**src/motion_params.svh**
```systemverilog
`ifndef MOTION_PARAMS_SVH
`define MOTION_PARAMS_SVH

// Register indices; byte address is four times the index
`define ADDR_W          10
`define IDX_MODE        8'h16
`define IDX_CTRL1       8'h18
`define IDX_CTRL2       8'h19
`define IDX_LTHR        8'h1a
`define IDX_PTHR        8'h1b
`define IDX_PDUR        8'h1c
`define IDX_LAT         8'h1d
`define IDX_WIN         8'h1e
`define IDX_STATUS      8'h20
`define IDX_MASK        8'h21

// Reset value and writable-bit masks
`define REG_RESET       8'h00
`define MODE_MASK       8'h0f
`define CTRL1_MASK      8'hf8
`define CTRL2_MASK      8'h07
`define EV_MASK         8'h07

// Field positions
`define MODE_LSB        0
`define GLVL_LSB        2
`define C1_BW           7
`define C1_FMT_SEL      6
`define C1_DIS_LSB      3
`define C2_LVL_POL      0
`define C2_PLS_POL      1
`define C2_DRIVE        2
`define EV_LEVEL        0
`define EV_SINGLE       1
`define EV_DOUBLE       2

// Encodings
`define MODE_LEVEL      2'b10
`define MODE_PULSE      2'b11
`define GLVL_8G         2'b00
`define GLVL_2G         2'b01
`define GLVL_4G         2'b10
`define SAT_POS         8'h7f
`define SAT_NEG         8'h80
`define WIN_SINGLE      8'h01

// Timing: 0.5 ms duration step at a 40 ns clock
`define CLK_PERIOD_NS   40
`define PULSE_STEP_NS   500000
`define HALF_MS_CYCLES  (`PULSE_STEP_NS / `CLK_PERIOD_NS)

`endif

```
**src/motion_pkg.sv**
```systemverilog
package motion_pkg;

  typedef logic signed [9:0] raw_axis_t;
  typedef logic signed [7:0] out_axis_t;

  // Three axes, index 0 is x
  typedef struct packed {
    raw_axis_t z;
    raw_axis_t y;
    raw_axis_t x;
  } raw_vec_t;

  typedef struct packed {
    out_axis_t z;
    out_axis_t y;
    out_axis_t x;
  } out_vec_t;

  typedef enum logic [2:0] {
    PS_IDLE,
    PS_FIRST,
    PS_WAIT_FALL,
    PS_LATENCY,
    PS_WINDOW,
    PS_SECOND
  } pulse_state_t;

endpackage

```
**src/axis_threshold.sv**
```systemverilog
`timescale 1ns/100ps

// One axis against one threshold, either absolute or signed
module axis_threshold (
  input  wire logic signed [7:0] sample_i,
  input  wire logic        [7:0] threshold_i,
  input  wire logic              signed_mode_i,
  input  wire logic              negative_i,
  output logic                   meets_o
);

  wire [7:0] mag      = sample_i[7] ? 8'(-sample_i) : sample_i;
  // Absolute mode ignores threshold bit 7
  wire       abs_ge   = (mag >= {1'b0, threshold_i[6:0]});
  wire       sgn_ge   = (sample_i >= $signed(threshold_i));
  wire       above    = signed_mode_i ? sgn_ge : abs_ge;

  // Negative polarity looks for the sample below the threshold
  assign meets_o = negative_i ? ~above : above;

endmodule

```
**src/motion_detect_config.sv**
```systemverilog
// Added by the designer: register access over Avalon-MM.
`timescale 1ns/100ps
`include "motion_params.svh"

module motion_detect_config
  import motion_pkg::*;
#(
  parameter int unsigned HALF_MS_CYCLES = `HALF_MS_CYCLES
) (
  input  wire logic                clk_i,
  input  wire logic                resetn_i,
  input  wire logic [`ADDR_W-1:0]  avs_address_i,
  input  wire logic                avs_read_i,
  input  wire logic                avs_write_i,
  input  wire logic [31:0]         avs_writedata_i,
  output logic      [31:0]         avs_readdata_o,
  output logic                     avs_waitrequest_o,
  input  wire raw_vec_t            raw_sample_i,
  input  wire logic                sample_valid_i,
  output out_vec_t                 accel_o,
  output logic                     filter_bw_sel_o,
  output logic                     drive_strong_o,
  output logic                     level_event_o,
  output logic                     pulse_event_o,
  output logic                     irq_o
);

  // Reset release through two flops
  logic rst_meta_q;
  logic rst_n_q;
  always_ff @(posedge clk_i or negedge resetn_i) begin
    if (!resetn_i) begin
      rst_meta_q <= 1'b0;
      rst_n_q    <= 1'b0;
    end else begin
      rst_meta_q <= 1'b1;
      rst_n_q    <= rst_meta_q;
    end
  end

  // Configuration and interrupt registers
  logic [7:0] mode_q;
  logic [7:0] ctrl1_q;
  logic [7:0] ctrl2_q;
  logic [7:0] lthr_q;
  logic [7:0] pthr_q;
  logic [7:0] pdur_q;
  logic [7:0] lat_q;
  logic [7:0] win_q;
  logic [7:0] status_q;
  logic [7:0] mask_q;
  logic       wait_q;
  logic [7:0] rdata;

  // Field decode
  wire [1:0] op_mode                 = mode_q[`MODE_LSB +: 2];
  wire [1:0] g_range                 = mode_q[`GLVL_LSB +: 2];
  wire       threshold_format_select = ctrl1_q[`C1_FMT_SEL];
  wire [2:0] axis_dis                = ctrl1_q[`C1_DIS_LSB +: 3];
  wire       level_polarity_select   = ctrl2_q[`C2_LVL_POL];
  wire       pulse_polarity_select   = ctrl2_q[`C2_PLS_POL];
  wire       level_on                = (op_mode == `MODE_LEVEL);
  wire       pulse_on                = (op_mode == `MODE_PULSE);

  // Avalon decode; wait one cycle so read data comes from a flop
  wire       req       = avs_read_i | avs_write_i;
  wire       accept    = req & ~wait_q;
  wire       wr_en     = avs_write_i & accept;
  wire [7:0] idx       = avs_address_i[`ADDR_W-1:2];
  wire [7:0] wdata     = avs_writedata_i[7:0];
  wire       hit_mode  = (idx == `IDX_MODE);
  wire       hit_ctrl1 = (idx == `IDX_CTRL1);
  wire       hit_ctrl2 = (idx == `IDX_CTRL2);
  wire       hit_lthr  = (idx == `IDX_LTHR);
  wire       hit_pthr  = (idx == `IDX_PTHR);
  wire       hit_pdur  = (idx == `IDX_PDUR);
  wire       hit_lat   = (idx == `IDX_LAT);
  wire       hit_win   = (idx == `IDX_WIN);
  wire       hit_stat  = (idx == `IDX_STATUS);
  wire       hit_mask  = (idx == `IDX_MASK);

  // Read mux; unmapped addresses read zero
  always_comb begin
    if (hit_mode) begin
      rdata = mode_q;
    end else if (hit_ctrl1) begin
      rdata = ctrl1_q;
    end else if (hit_ctrl2) begin
      rdata = ctrl2_q;
    end else if (hit_lthr) begin
      rdata = lthr_q;
    end else if (hit_pthr) begin
      rdata = pthr_q;
    end else if (hit_pdur) begin
      rdata = pdur_q;
    end else if (hit_lat) begin
      rdata = lat_q;
    end else if (hit_win) begin
      rdata = win_q;
    end else if (hit_stat) begin
      rdata = status_q;
    end else if (hit_mask) begin
      rdata = mask_q;
    end else begin
      rdata = 8'h00;
    end
  end

  // Bus handshake and read data
  always_ff @(posedge clk_i or negedge rst_n_q) begin
    if (!rst_n_q) begin
      wait_q         <= 1'b1;
      avs_readdata_o <= 32'h0;
    end else begin
      if (accept) begin
        wait_q <= 1'b1;
      end else if (req) begin
        wait_q <= 1'b0;
      end
      if (req && wait_q) begin
        avs_readdata_o <= {24'h0, rdata};
      end
    end
  end
  assign avs_waitrequest_o = wait_q;

  // Writable registers; masks keep unused bits at zero
  always_ff @(posedge clk_i or negedge rst_n_q) begin
    if (!rst_n_q) begin
      mode_q  <= `REG_RESET;
      ctrl1_q <= `REG_RESET;
      ctrl2_q <= `REG_RESET;
      lthr_q  <= `REG_RESET;
      pthr_q  <= `REG_RESET;
      pdur_q  <= `REG_RESET;
      lat_q   <= `REG_RESET;
      win_q   <= `REG_RESET;
      mask_q  <= `REG_RESET;
    end else if (wr_en) begin
      if (hit_mode)  mode_q  <= wdata & `MODE_MASK;
      if (hit_ctrl1) ctrl1_q <= wdata & `CTRL1_MASK;
      if (hit_ctrl2) ctrl2_q <= wdata & `CTRL2_MASK;
      if (hit_lthr)  lthr_q  <= wdata;
      if (hit_pthr)  pthr_q  <= wdata;
      if (hit_pdur)  pdur_q  <= wdata;
      if (hit_lat)   lat_q   <= wdata;
      if (hit_win)   win_q   <= wdata;
      if (hit_mask)  mask_q  <= wdata & `EV_MASK;
    end
  end

  // Range scaling with saturation into 8 bits
  function automatic out_axis_t scale_axis(raw_axis_t raw, logic [1:0] rng);
    raw_axis_t s;
    s = raw;
    if (rng == `GLVL_4G) begin
      s = raw >>> 1;
    end else if (rng == `GLVL_8G) begin
      s = raw >>> 2;
    end
    if (s > $signed(10'sd127)) begin
      return `SAT_POS;
    end else if (s < $signed(-10'sd128)) begin
      return `SAT_NEG;
    end
    return s[7:0];
  endfunction

  // Per-axis scaling and threshold comparison
  raw_axis_t raw_ax [3];
  out_axis_t scaled [3];
  logic [2:0] lvl_meet;
  logic [2:0] pls_meet;
  assign raw_ax[0] = raw_sample_i.x;
  assign raw_ax[1] = raw_sample_i.y;
  assign raw_ax[2] = raw_sample_i.z;

  for (genvar a = 0; a < 3; a++) begin : g_axis
    assign scaled[a] = scale_axis(raw_ax[a], g_range);
    // Level: format select picks absolute or signed
    axis_threshold u_lvl (
      .sample_i      (scaled[a]),
      .threshold_i   (lthr_q),
      .signed_mode_i (threshold_format_select),
      .negative_i    (level_polarity_select),
      .meets_o       (lvl_meet[a])
    );
    // Pulse: always absolute, top bit dropped
    axis_threshold u_pls (
      .sample_i      (scaled[a]),
      .threshold_i   ({1'b0, pthr_q[6:0]}),
      .signed_mode_i (1'b0),
      .negative_i    (pulse_polarity_select),
      .meets_o       (pls_meet[a])
    );
  end

  // Axis combination; disabled axes drop out of both forms
  wire [2:0] en       = ~axis_dis;
  wire       lvl_or   = |(lvl_meet & en);
  wire       lvl_and  = (|en) & (&(lvl_meet | axis_dis));
  wire       pls_or   = |(pls_meet & en);
  wire       pls_and  = (|en) & (&(pls_meet | axis_dis));
  wire       lvl_cond = level_polarity_select ? lvl_and : lvl_or;
  wire       pls_cond = pulse_polarity_select ? pls_and : pls_or;

  // Output samples and pulse condition held between samples
  logic pls_cond_q;
  always_ff @(posedge clk_i or negedge rst_n_q) begin
    if (!rst_n_q) begin
      accel_o    <= '0;
      pls_cond_q <= 1'b0;
    end else if (sample_valid_i) begin
      accel_o    <= '{z: scaled[2], y: scaled[1], x: scaled[0]};
      pls_cond_q <= pls_cond;
    end
  end

  // Time base: half-millisecond tick, millisecond every second one
  logic half_tick;
  logic ms_phase_q;
  tick_divider #(
    .CYCLES (HALF_MS_CYCLES)
  ) u_tick (
    .clk_i   (clk_i),
    .rst_n_i (rst_n_q),
    .tick_o  (half_tick)
  );
  always_ff @(posedge clk_i or negedge rst_n_q) begin
    if (!rst_n_q) begin
      ms_phase_q <= 1'b0;
    end else if (half_tick) begin
      ms_phase_q <= ~ms_phase_q;
    end
  end
  wire ms_tick = half_tick & ms_phase_q;

  // Pulse sequencer
  pulse_state_t ps_q;
  pulse_state_t ps_d;
  logic [8:0]   cnt_q;
  logic [8:0]   cnt_d;
  logic         single_ev;
  logic         double_ev;
  // A pulse is short enough while its half-ms count stays within a nonzero limit
  wire          dur_ok   = (pdur_q != 8'h00) && (cnt_q <= {1'b0, pdur_q});
  wire          dur_over = (cnt_q > {1'b0, pdur_q});
  wire          lat_done = (cnt_q >= {1'b0, lat_q});
  wire          win_done = (cnt_q >= {1'b0, win_q});

  always_comb begin
    ps_d      = ps_q;
    cnt_d     = cnt_q;
    single_ev = 1'b0;
    double_ev = 1'b0;
    case (ps_q)
      PS_IDLE: begin
        cnt_d = 9'h0;
        if (pls_cond_q) begin
          ps_d = PS_FIRST;
        end
      end
      PS_FIRST: begin
        if (half_tick) cnt_d = cnt_q + 9'h1;
        if (!pls_cond_q) begin
          single_ev = dur_ok;
          ps_d      = dur_ok ? PS_LATENCY : PS_IDLE;
          cnt_d     = 9'h0;
        end else if (dur_over) begin
          ps_d = PS_WAIT_FALL;
        end
      end
      PS_WAIT_FALL: begin
        if (!pls_cond_q) ps_d = PS_IDLE;
      end
      PS_LATENCY: begin
        // Input ignored here to mask ringing after a tap
        if (ms_tick) cnt_d = cnt_q + 9'h1;
        if (lat_done) begin
          cnt_d = 9'h0;
          ps_d  = (win_q > `WIN_SINGLE) ? PS_WINDOW : PS_IDLE;
        end
      end
      PS_WINDOW: begin
        if (ms_tick) cnt_d = cnt_q + 9'h1;
        if (pls_cond_q) begin
          cnt_d = 9'h0;
          ps_d  = PS_SECOND;
        end else if (win_done) begin
          ps_d = PS_IDLE;
        end
      end
      PS_SECOND: begin
        if (half_tick) cnt_d = cnt_q + 9'h1;
        if (!pls_cond_q) begin
          double_ev = dur_ok;
          ps_d      = PS_IDLE;
        end else if (dur_over) begin
          ps_d = PS_WAIT_FALL;
        end
      end
      default: begin
        ps_d = PS_IDLE;
      end
    endcase
    if (!pulse_on) begin
      ps_d      = PS_IDLE;
      single_ev = 1'b0;
      double_ev = 1'b0;
    end
  end

  always_ff @(posedge clk_i or negedge rst_n_q) begin
    if (!rst_n_q) begin
      ps_q  <= PS_IDLE;
      cnt_q <= 9'h0;
    end else begin
      ps_q  <= ps_d;
      cnt_q <= cnt_d;
    end
  end

  // Events, sticky status with write-one-to-clear; set wins
  wire       level_ev = level_on & sample_valid_i & lvl_cond;
  wire [7:0] events   = {5'h0, double_ev, single_ev, level_ev};
  wire [7:0] clr      = (wr_en && hit_stat) ? wdata : 8'h00;
  wire [7:0] status_d = ((status_q & ~clr) | events) & `EV_MASK;

  always_ff @(posedge clk_i or negedge rst_n_q) begin
    if (!rst_n_q) begin
      status_q        <= 8'h00;
      irq_o           <= 1'b0;
      level_event_o   <= 1'b0;
      pulse_event_o   <= 1'b0;
      filter_bw_sel_o <= 1'b0;
      drive_strong_o  <= 1'b0;
    end else begin
      status_q        <= status_d;
      irq_o           <= |(status_d & mask_q);
      level_event_o   <= level_ev;
      pulse_event_o   <= single_ev | double_ev;
      filter_bw_sel_o <= ctrl1_q[`C1_BW];
      drive_strong_o  <= ctrl2_q[`C2_DRIVE];
    end
  end

endmodule

```
**src/tick_divider.sv**
```systemverilog
`timescale 1ns/100ps

// Free-running divider giving a one-cycle tick every CYCLES clocks
module tick_divider #(
  parameter int unsigned CYCLES = 12500
) (
  input  wire logic clk_i,
  input  wire logic rst_n_i,
  output logic      tick_o
);

  logic [31:0] cnt_q;
  wire         wrap = (cnt_q == 32'(CYCLES - 1));

  // Counter and registered tick
  always_ff @(posedge clk_i or negedge rst_n_i) begin
    if (!rst_n_i) begin
      cnt_q  <= 32'h0;
      tick_o <= 1'b0;
    end else begin
      cnt_q  <= wrap ? 32'h0 : cnt_q + 32'h1;
      tick_o <= wrap;
    end
  end

endmodule
```
**config.mk**
```make
export PLATFORM = sky130hd
export DESIGN_NAME = motion_detect_config
export DESIGN_NICKNAME = d
export VERILOG_FILES = /design/src/motion_pkg.sv /design/src/axis_threshold.sv /design/src/motion_detect_config.sv /design/src/tick_divider.sv
export VERILOG_INCLUDE_DIRS = /design/src
export SDC_FILE = /design/constraint.sdc
export NUM_CORES = 1
export LEC_CHECK = 0
export BUFFER_PORTS_ARGS = -buffer_cell sky130_fd_sc_hd__buf_2
export CORE_ASPECT_RATIO = 2
export CORE_MARGIN = 4
export CORE_UTILIZATION = 35
export CTS_BUF_LIST = sky130_fd_sc_hd__clkbuf_8
export DETAILED_ROUTE_END_ITERATION = 8
export PLACE_DENSITY = 0.62
export SLEW_MARGIN = 20
export SYNTH_ARGS = -nofsm -noshare
export SYNTH_HDL_FRONTEND = slang
export SYNTH_SLANG_ARGS = --single-unit
```
**constraint.sdc**
```tcl
create_clock -name clk_i -period 5.7 [get_ports clk_i]
set_input_delay 1.14 -clock clk_i [delete_from_list [all_inputs] [get_ports clk_i]]
set_output_delay 1.14 -clock clk_i [all_outputs]
set_load 0.05 [all_outputs]
```
---- After elaboration in Yosys (flattened, before gate mapping) ----
Index checks and enable logic that the tools add are counted.
cells by class
  add/sub/neg operators ................... 5
  $lt $le $gt $ge ......................... 20
  eq/ne operators ......................... 23
  muxes and demuxes ....................... 72
  bitwise logic cells ..................... 26
  reduce and logical (&&, ||, !) cells .... 24
operator list
  operator                                                                  number
  8-bit 2-to-1 mux                                                          20
  9-bit 2-to-1 mux                                                          11
  8-bit by 5-bit equality test with 1-bit output (second input constant)    8
  8-bit by 7-bit >= comparator with 1-bit output                            6
  9-bit one-hot mux with 5 select lines                                     1
  3-bit 2-to-1 mux                                                          13
  32-bit by 1-bit adder with 32-bit output (second input constant)          1
  32-bit by 14-bit equality test with 1-bit output (second input constant)  1
  32-bit 2-to-1 mux                                                         1
  10-bit by 8-bit > comparator with 1-bit output (second input constant)    3
  10-bit by 8-bit < comparator with 1-bit output (second input constant)    3
  8-bit >= comparator                                                       3
  1-bit 2-to-1 mux                                                          24
  8-bit negator                                                             3
  9-bit by 8-bit >= comparator with 1-bit output                            2
  3-bit one-hot mux with 6 select lines                                     1
  2-bit AND reduction                                                       9
  8-bit by 6-bit equality test with 1-bit output (second input constant)    2
  3-bit bitwise AND                                                         4
  9-bit by 1-bit adder with 9-bit output (second input constant)            1
  9-bit by 8-bit > comparator with 1-bit output                             1
  9-bit by 8-bit less-or-equal comparator with 1-bit output                 1
  3-bit != test (second input constant)                                     3
  3-bit OR                                                                  3
  21 further kinds                                                          45
storage, ports and cells
  bits in registers ....................... 145
  input bits .............................. 77
  output and inout port bits .............. 62
  logic and storage cells ................. 198

---- Depth between registers and ports, before layout ----
  depth after elaboration ................. 21
  gate-level depth with buffers ........... 23
  gate-level depth less buffers ........... 19

---- Cells and area by module ----
A second synthesis with hierarchy kept.
unflattened totals
  cells, all modules ...................... 1,331
  area total of the unflattened synthesis .. 11,797.6 um^2
by module, submodules not included
  module                instances  cells an instance  area each (um^2)  sequential area each (um^2)
  motion_detect_config  1          763                6,947.9           2,803.9
  axis_threshold        6          72                 553.0             0.0
  tick_divider          1          136                1,531.5           825.8

---- Worst setup path after synthesis ----
No wires, ideal clock.
  path kind ............................... input to register
  start ................................... input port raw_sample_i[7] in the netlist's numbering
  end ..................................... register status_q[0]
  library setup time ...................... 0.066 ns
  data arrival time ....................... 4.268 ns
  required time ........................... 5.634 ns
  setup slack ............................. 1.367 ns
  stages .................................. 17
  path buffers ............................ 0
  cell sequence ........................... or2b_1 -> o21ai_0 -> nand2_1 -> a21oi_1 -> ha_1 -> nand3_1 -> xnor2_1 -> a21oi_1 -> ha_1 -> or4_1 -> a31oi_1 -> a21oi_1 -> a2111oi_2 -> a211oi_2 -> a211oi_2 -> mux2i_1 -> a22o_1
on the way
  word-level cells in the longest chain between the ends .. 18
  elaborated cells between the ends (all ways) .. 23
  those cells by class .................... add/sub: 1; order compare: 4; mux: 10; bitwise: 6; reduce/logical: 2
ends and longest elaborated chain
  item                                            RTL line                     RTL
  from (decl)                                     motion_detect_config.sv:18   input wire raw_vec_t raw_sample_i,
  9-bit 2-to-1 mux                                motion_detect_config.sv:158  end else if (rng == `GLVL_8G) begin
  9-bit 2-to-1 mux *                              motion_detect_config.sv:156  if (rng == `GLVL_4G) begin
  10-bit by 8-bit < comparator with 1-bit output  motion_detect_config.sv:163  end else if (s < $signed(-10'sd128)) begin
  1-bit 2-to-1 mux                                motion_detect_config.sv:163
  1-bit 2-to-1 mux                                motion_detect_config.sv:161  if (s > $signed(10'sd127)) begin
  8-bit 2-to-1 mux *                              motion_detect_config.sv:166  return s[7:0];
  8-bit negator                                   axis_threshold.sv:12         wire [7:0] mag = sample_i[7] ? 8'(-sample_i) : sample_i;
  8-bit 2-to-1 mux                                axis_threshold.sv:12
  [... 3 more ...]                                --
  1-bit 2-to-1 mux *                              axis_threshold.sv:19         assign meets_o = negative_i ? ~above : above;
  3-bit OR                                        motion_detect_config.sv:201  wire lvl_and = (|en) & (&(lvl_meet | axis_dis));
  3-bit AND reduction                             motion_detect_config.sv:201
  1-bit bitwise AND                               motion_detect_config.sv:201
  1-bit 2-to-1 mux *                              motion_detect_config.sv:204  wire lvl_cond = level_polarity_select ? lvl_and : lvl_or;
  1-bit bitwise AND *                             motion_detect_config.sv:324  wire level_ev = level_on & sample_valid_i & lvl_cond;
  3-bit OR *                                      motion_detect_config.sv:327  wire [7:0] status_d = ((status_q & ~clr) | events) & `EV_MASK;
  net status_d[0]                                 motion_detect_config.sv:327
  to (signal assigned)                            motion_detect_config.sv:338  status_q <= status_d;
  to (decl)                                       motion_detect_config.sv:50   logic [7:0] status_q;
Mark *: on every way through the listed nets, which the timed path passes. The rest lies on a longest branch.
A chain may end at the register's enable or synchronous reset.

---- Worst setup path after layout ----
  start ................................... register mode_q[3]
  end ..................................... register status_q[0]
on the way
  word-level cells in the longest chain between the ends .. 19
  elaborated cells between the ends (all ways) .. 55
  those cells by class .................... add/sub: 3; order compare: 12; eq/ne: 1; mux: 28; bitwise: 8; reduce/logical: 3
ends and longest elaborated chain
  item                                            RTL line                     RTL
  from (decl)                                     motion_detect_config.sv:42   logic [7:0] mode_q;
  from (signal assigned)                          motion_detect_config.sv:130  mode_q <= `REG_RESET;
  from (signal assigned)                          motion_detect_config.sv:140  if (hit_mode) mode_q <= wdata & `MODE_MASK;
  2-bit zero test (no source line)                --
  9-bit 2-to-1 mux                                motion_detect_config.sv:158
  9-bit 2-to-1 mux                                motion_detect_config.sv:156
  10-bit by 8-bit < comparator with 1-bit output  motion_detect_config.sv:163
  1-bit 2-to-1 mux                                motion_detect_config.sv:163
  1-bit 2-to-1 mux                                motion_detect_config.sv:161
  8-bit 2-to-1 mux                                motion_detect_config.sv:166
  8-bit negator                                   axis_threshold.sv:12
  [... 4 more ...]                                --
  1-bit 2-to-1 mux                                axis_threshold.sv:19
  3-bit OR                                        motion_detect_config.sv:201
  3-bit AND reduction                             motion_detect_config.sv:201
  1-bit bitwise AND                               motion_detect_config.sv:201
  1-bit 2-to-1 mux *                              motion_detect_config.sv:204
  1-bit bitwise AND *                             motion_detect_config.sv:324
  3-bit OR *                                      motion_detect_config.sv:327
  net status_d[0]                                 motion_detect_config.sv:327
Marks and branches as above.

==> impl_table.tex <==
\begin{tabular}{lr}
\hline
Metric & Value \\
\hline
\multicolumn{2}{l}{\textbf{STA}} \\
RSZ-0062 raised after global routing & false \\
Slew at the pin with the worst max-slew slack & 819 ps \\
Peak Freq & 214 MHz \\
Crit share post-route & 0.821 \\
Final setup violation count & 0 \\
Sum of negative setup slack & 0 ps \\
Time the worst path needs with I/O delays and setup & 4680 ps \\
Worst clock skew & about 17 ps \\
Max Slew Vio Count & 0 \\
Slew HR & 0.454 \\
Fin. Hold Viols & 0 \\
\multicolumn{2}{l}{\textbf{Floorplanning}} \\
Die area & 31700 sq um \\
Horizontal die dimension & 128 microns \\
Number of I/O pins & 139 \\
Core outline area & 28300 sq um \\
Number of core rows & 87 \\
Height of the die & roughly 250 microns \\
Effective utilization at floorplan & 0.355 \\
\multicolumn{2}{l}{\textbf{Detailed routing}} \\
Post-route DRC & 2 \\
Length of routed met2 wiring & 16.0 mm \\
Routed via count divided by cell count & 5.44 \\
Routed vias & 8388 \\
Drt first-iter violations & 509 \\
Routed met3 length & 966 microns \\
Post-Route M1 WL & approximately 9.6 mm \\
Highest routed metal layer & met5 \\
Pre-Repair DR Iteration Count & 7 \\
Routed wire length per instance & between 15 and 20 microns \\
Final antenna-violating net count & 0 \\
Final wirelength & 28.3 mm \\
\multicolumn{2}{l}{\textbf{Worst setup path}} \\
Kind of end point of the critical path & flop \\
Crit Reg-Reg Endpoint & status\_q[0]\$\_DFF\_PN0\_ \\
Crit path kind & reg2reg \\
Launch point of the worst reg-to-reg path & mode\_q[3]\$\_DFFE\_PN0P\_ \\
Data arrival time of the critical path & 5080 ps \\
Startpoint kind of the worst setup timing path & flop \\
Setup slack of the most critical reg-to-reg path & roughly 1000 ps \\
Worst setup path startpoint & mode\_q[3]\$\_DFFE\_PN0P\_ \\
Worst-path maximum fanout & 25 \\
Number of cells traversed by the worst register-to-register path & 16 \\
Required time at the endpoint of the critical path & 6100 ps \\
\multicolumn{2}{l}{\textbf{Clocking}} \\
Clock sink count & 145 \\
Number of buffers inserted for hold repair after clock tree synthesis & 0 \\
Total clock buffers created by CTS & 17 \\
Setup Fix Bufs, Post-CTS & 0 \\
Post-cts gate resize count & 0 \\
H-tree levels & 4 \\
Clock tree root driver cell & sky130\_fd\_sc\_hd\_\_clkbuf\_8 \\
Number of buffers between clock root and the deepest sink & 2 \\
Clock tree from TritonCTS & built \\
Clock-pin slew reported for the worst setup and hold paths after clock tree synthesis & 80 ps \\
Worst-Skew Late Latency & 470 ps \\
\multicolumn{2}{l}{\textbf{Logic synthesis}} \\
Portion of the post-synthesis area used by sequential elements & 0.361 \\
Dominant register cell in the synthesized netlist & sky130\_fd\_sc\_hd\_\_dfrtp\_1 \\
Area fraction of the dominant cell type after synthesis & 0.358 \\
Count of cell types in the netlist & 73 \\
Cell type with the highest aggregate area in the netlist & sky130\_fd\_sc\_hd\_\_dfrtp\_1 \\
Mapped cell area & 10100 sq um \\
Share of flip-flops with an asynchronous set or reset & 1.00 \\
Number of flops mapped to enable cells by yosys & 0 \\
Top post-synthesis cells by area & sky130\_fd\_sc\_hd\_\_dfrtp\_1 36\%, sky130\_fd\_sc\_hd\_\_ha\_1 11\%, sky130\_fd\_sc\_hd\_\_mux2\_2 6.3\% \\
Synthesized netlist cell count & about 1100 \\
Number of register bits inferred by synthesis & 145 \\
Average size of a mapped cell & 9.16 sq um \\
Synth warnings & 0 \\
\multicolumn{2}{l}{\textbf{Job}} \\
Number of max-cap violations & 0 \\
\multicolumn{2}{l}{\textbf{Global route}} \\
Pin count of the biggest net entering global routing & 57 \\
Vias in the first global route & 8381 \\
Initial antenna violation count & 4 \\
Total global routing overflow & 0 \\
Wire length of the first global-routing pass & around 44 mm \\
Overall routing resource usage & 0.181 \\
\multicolumn{2}{l}{\textbf{Power}} \\
Internal power contribution & 1.66 mW \\
Fraction of power consumed by the clock network & 0.351 \\
Switch share & 0.321 \\
Switching power & slightly below 800 uW \\
Logic pwr share & 0.196 \\
Maximum resistive drop on vdd & between 0.0001 and 0.00015 V \\
Reg power frac & 0.453 \\
Pwr/cell area & $\sim$220 nW/um\^{}2 \\
Leakage power & about 5.1 nW \\
\multicolumn{2}{l}{\textbf{Min path}} \\
Kind of path behind the tightest hold check & reg2async \\
\multicolumn{2}{l}{\textbf{Status}} \\
Result of the run & finished with violations \\
Violated checks & design-rule violations \\
\multicolumn{2}{l}{\textbf{Placed design}} \\
Detailed Place HPWL & 22.5 mm \\
Number of placed instances, taps included & 1509 \\
Post-DP Area & 10700 sq um \\
Final weighted congestion in routability-driven placement & 0.892 \\
IO buf count & 88 \\
\multicolumn{2}{l}{\textbf{Layout}} \\
Layout Cell Area excl Fill & 11200 sq um \\
Synth-to-Final Area Change & 11.1\% \\
Non-Filler Instances & 1541 \\
Fraction of final layout cells sized beyond drive strength 1 & 0.172 \\
Final net count & 1341 \\
\hline
\end{tabular}
==> cell usage in the layout, fill, tap and decap left out, types with 25 or more instances in the layout <==
cell	netlist	final
sky130_fd_sc_hd__mux2i_1	29	29
sky130_fd_sc_hd__ha_1	92	92
sky130_fd_sc_hd__nor2_1	78	78
sky130_fd_sc_hd__nand3_1	33	33
sky130_fd_sc_hd__xnor2_1	28	28
sky130_fd_sc_hd__dfrtp_1	144	143
sky130_fd_sc_hd__inv_1	57	57
sky130_fd_sc_hd__nand2_1	103	103
sky130_fd_sc_hd__mux2_2	56	56
sky130_fd_sc_hd__conb_1	2	25
sky130_fd_sc_hd__o21ai_0	66	66
sky130_fd_sc_hd__a21oi_1	75	75
sky130_fd_sc_hd__buf_2	7	88
==> layer usage <==
metal,GRT usage,vias up
met5,0,-
met1,0.169,4050
met4,0.110,4
met2,0.354,206
met3,0.0299,80
li1,-,4048
==> final cells by class <==
class / instances / area [sq um]
antenna: 2 / 5.00
clock buffer: 18 / 248
clock inverter: 12 / 160
fill: 2882 / 17100
inverter: 58 / 218
multi-input combinational: 852 / 5950
sequential: 145 / 3630
tap: 356 / 445
timing repair buffer: 98 / 515
==> synthesized netlist by cell type, drive strengths merged (13+ instances only) <==
library cell / number
clkbuf: 30
xnor2: 28
ha: 92
nand2b: 22
o21ai: 69
nor3: 13
dfrtp: 144
a21o: 17
mux2: 58
a21oi: 75
nor2b: 18
and3: 15
inv: 58
buf: 36
nand4: 14
nand2: 103
xor2: 14
nor2: 78
mux2i: 29
nand3: 33
==> power groups by stage <==
stage          combinational (mW)  sequential, mW  clock (mW)
2_1_floorplan               0.284            1.19           0
3_3_place_gp                0.472            1.13           0
3_5_place_dp                0.482            1.13           0
4_1_cts                     0.484            1.11       0.883
5_1_grt                     0.532            1.12       0.924
6_report                    0.481            1.11       0.861
==> cells by family after synthesis <==
| group | after synthesis | synth area share |
|---|---|---|
| compound gates | 271 | 0.174 |
| simple gates | 335 | 0.162 |
| flops | 145 | 0.361 |
| mux | 87 | 0.0938 |
| fa+ha+maj | 92 | 0.114 |
| buf+inv | 124 | 0.0576 |
| other cells | 2 | 0.000747 |
| xor+xnor | 42 | 0.0366 |
==> how the worst max path moves through the flow <==
stage	endpoint	slack, ps
3_5_place_dp	status_q[0]$_DFF_PN0_	600
3_3_place_gp	status_q[0]$_DFF_PN0_	670
2_1_floorplan	accel_o[0]$_DFFE_PN0P_	1360
6_report	status_q[0]$_DFF_PN0_	1020
4_1_cts	irq_o$_DFF_PN0_	980
5_1_grt	status_q[0]$_DFF_PN0_	470
==> worst max-delay path, cell delays in order (launching register included) <==
cell and delay [ps]:
sky130_fd_sc_hd__dfrtp_1 780, sky130_fd_sc_hd__buf_4 420, sky130_fd_sc_hd__inv_2 140, sky130_fd_sc_hd__nor2_1 150, sky130_fd_sc_hd__o21ai_0 180, sky130_fd_sc_hd__a21oi_1 400
sky130_fd_sc_hd__ha_1 260, sky130_fd_sc_hd__nand3_1 110, sky130_fd_sc_hd__o31ai_1 300, sky130_fd_sc_hd__xnor2_1 210, sky130_fd_sc_hd__ha_1 300, sky130_fd_sc_hd__a211oi_1 220
sky130_fd_sc_hd__o211ai_1 120, sky130_fd_sc_hd__and3_1 220, sky130_fd_sc_hd__a211oi_2 210, sky130_fd_sc_hd__mux2i_1 400, sky130_fd_sc_hd__a22o_1 200
==> state kept, by name, indices dropped and copies added, names as in the netlist, 3 cells and up <==
name	count
status_q	3
ps_q	3
lat_q	8
ctrl2_q	3
mask_q	3
avs_readdata_o	8
u_tick.cnt_q	32
ctrl1_q	5
lthr_q	8
mode_q	4
pdur_q	8
cnt_q	9
win_q	8
pthr_q	8
accel_o	24
==> metrics by stage <==
stage	power [mW]	hold slack, ps	setup WS, ps	util
after floorplan	1.48	331	1360	-
after global routing	2.57	378	474	0.395
after detailed placement	1.61	338	604	0.380
after CTS	2.48	348	983	0.394
after global placement	1.60	335	668	0.380
final	2.45	324	1020	0.395
No activity file was read; power rests on OpenSTA's default activity.
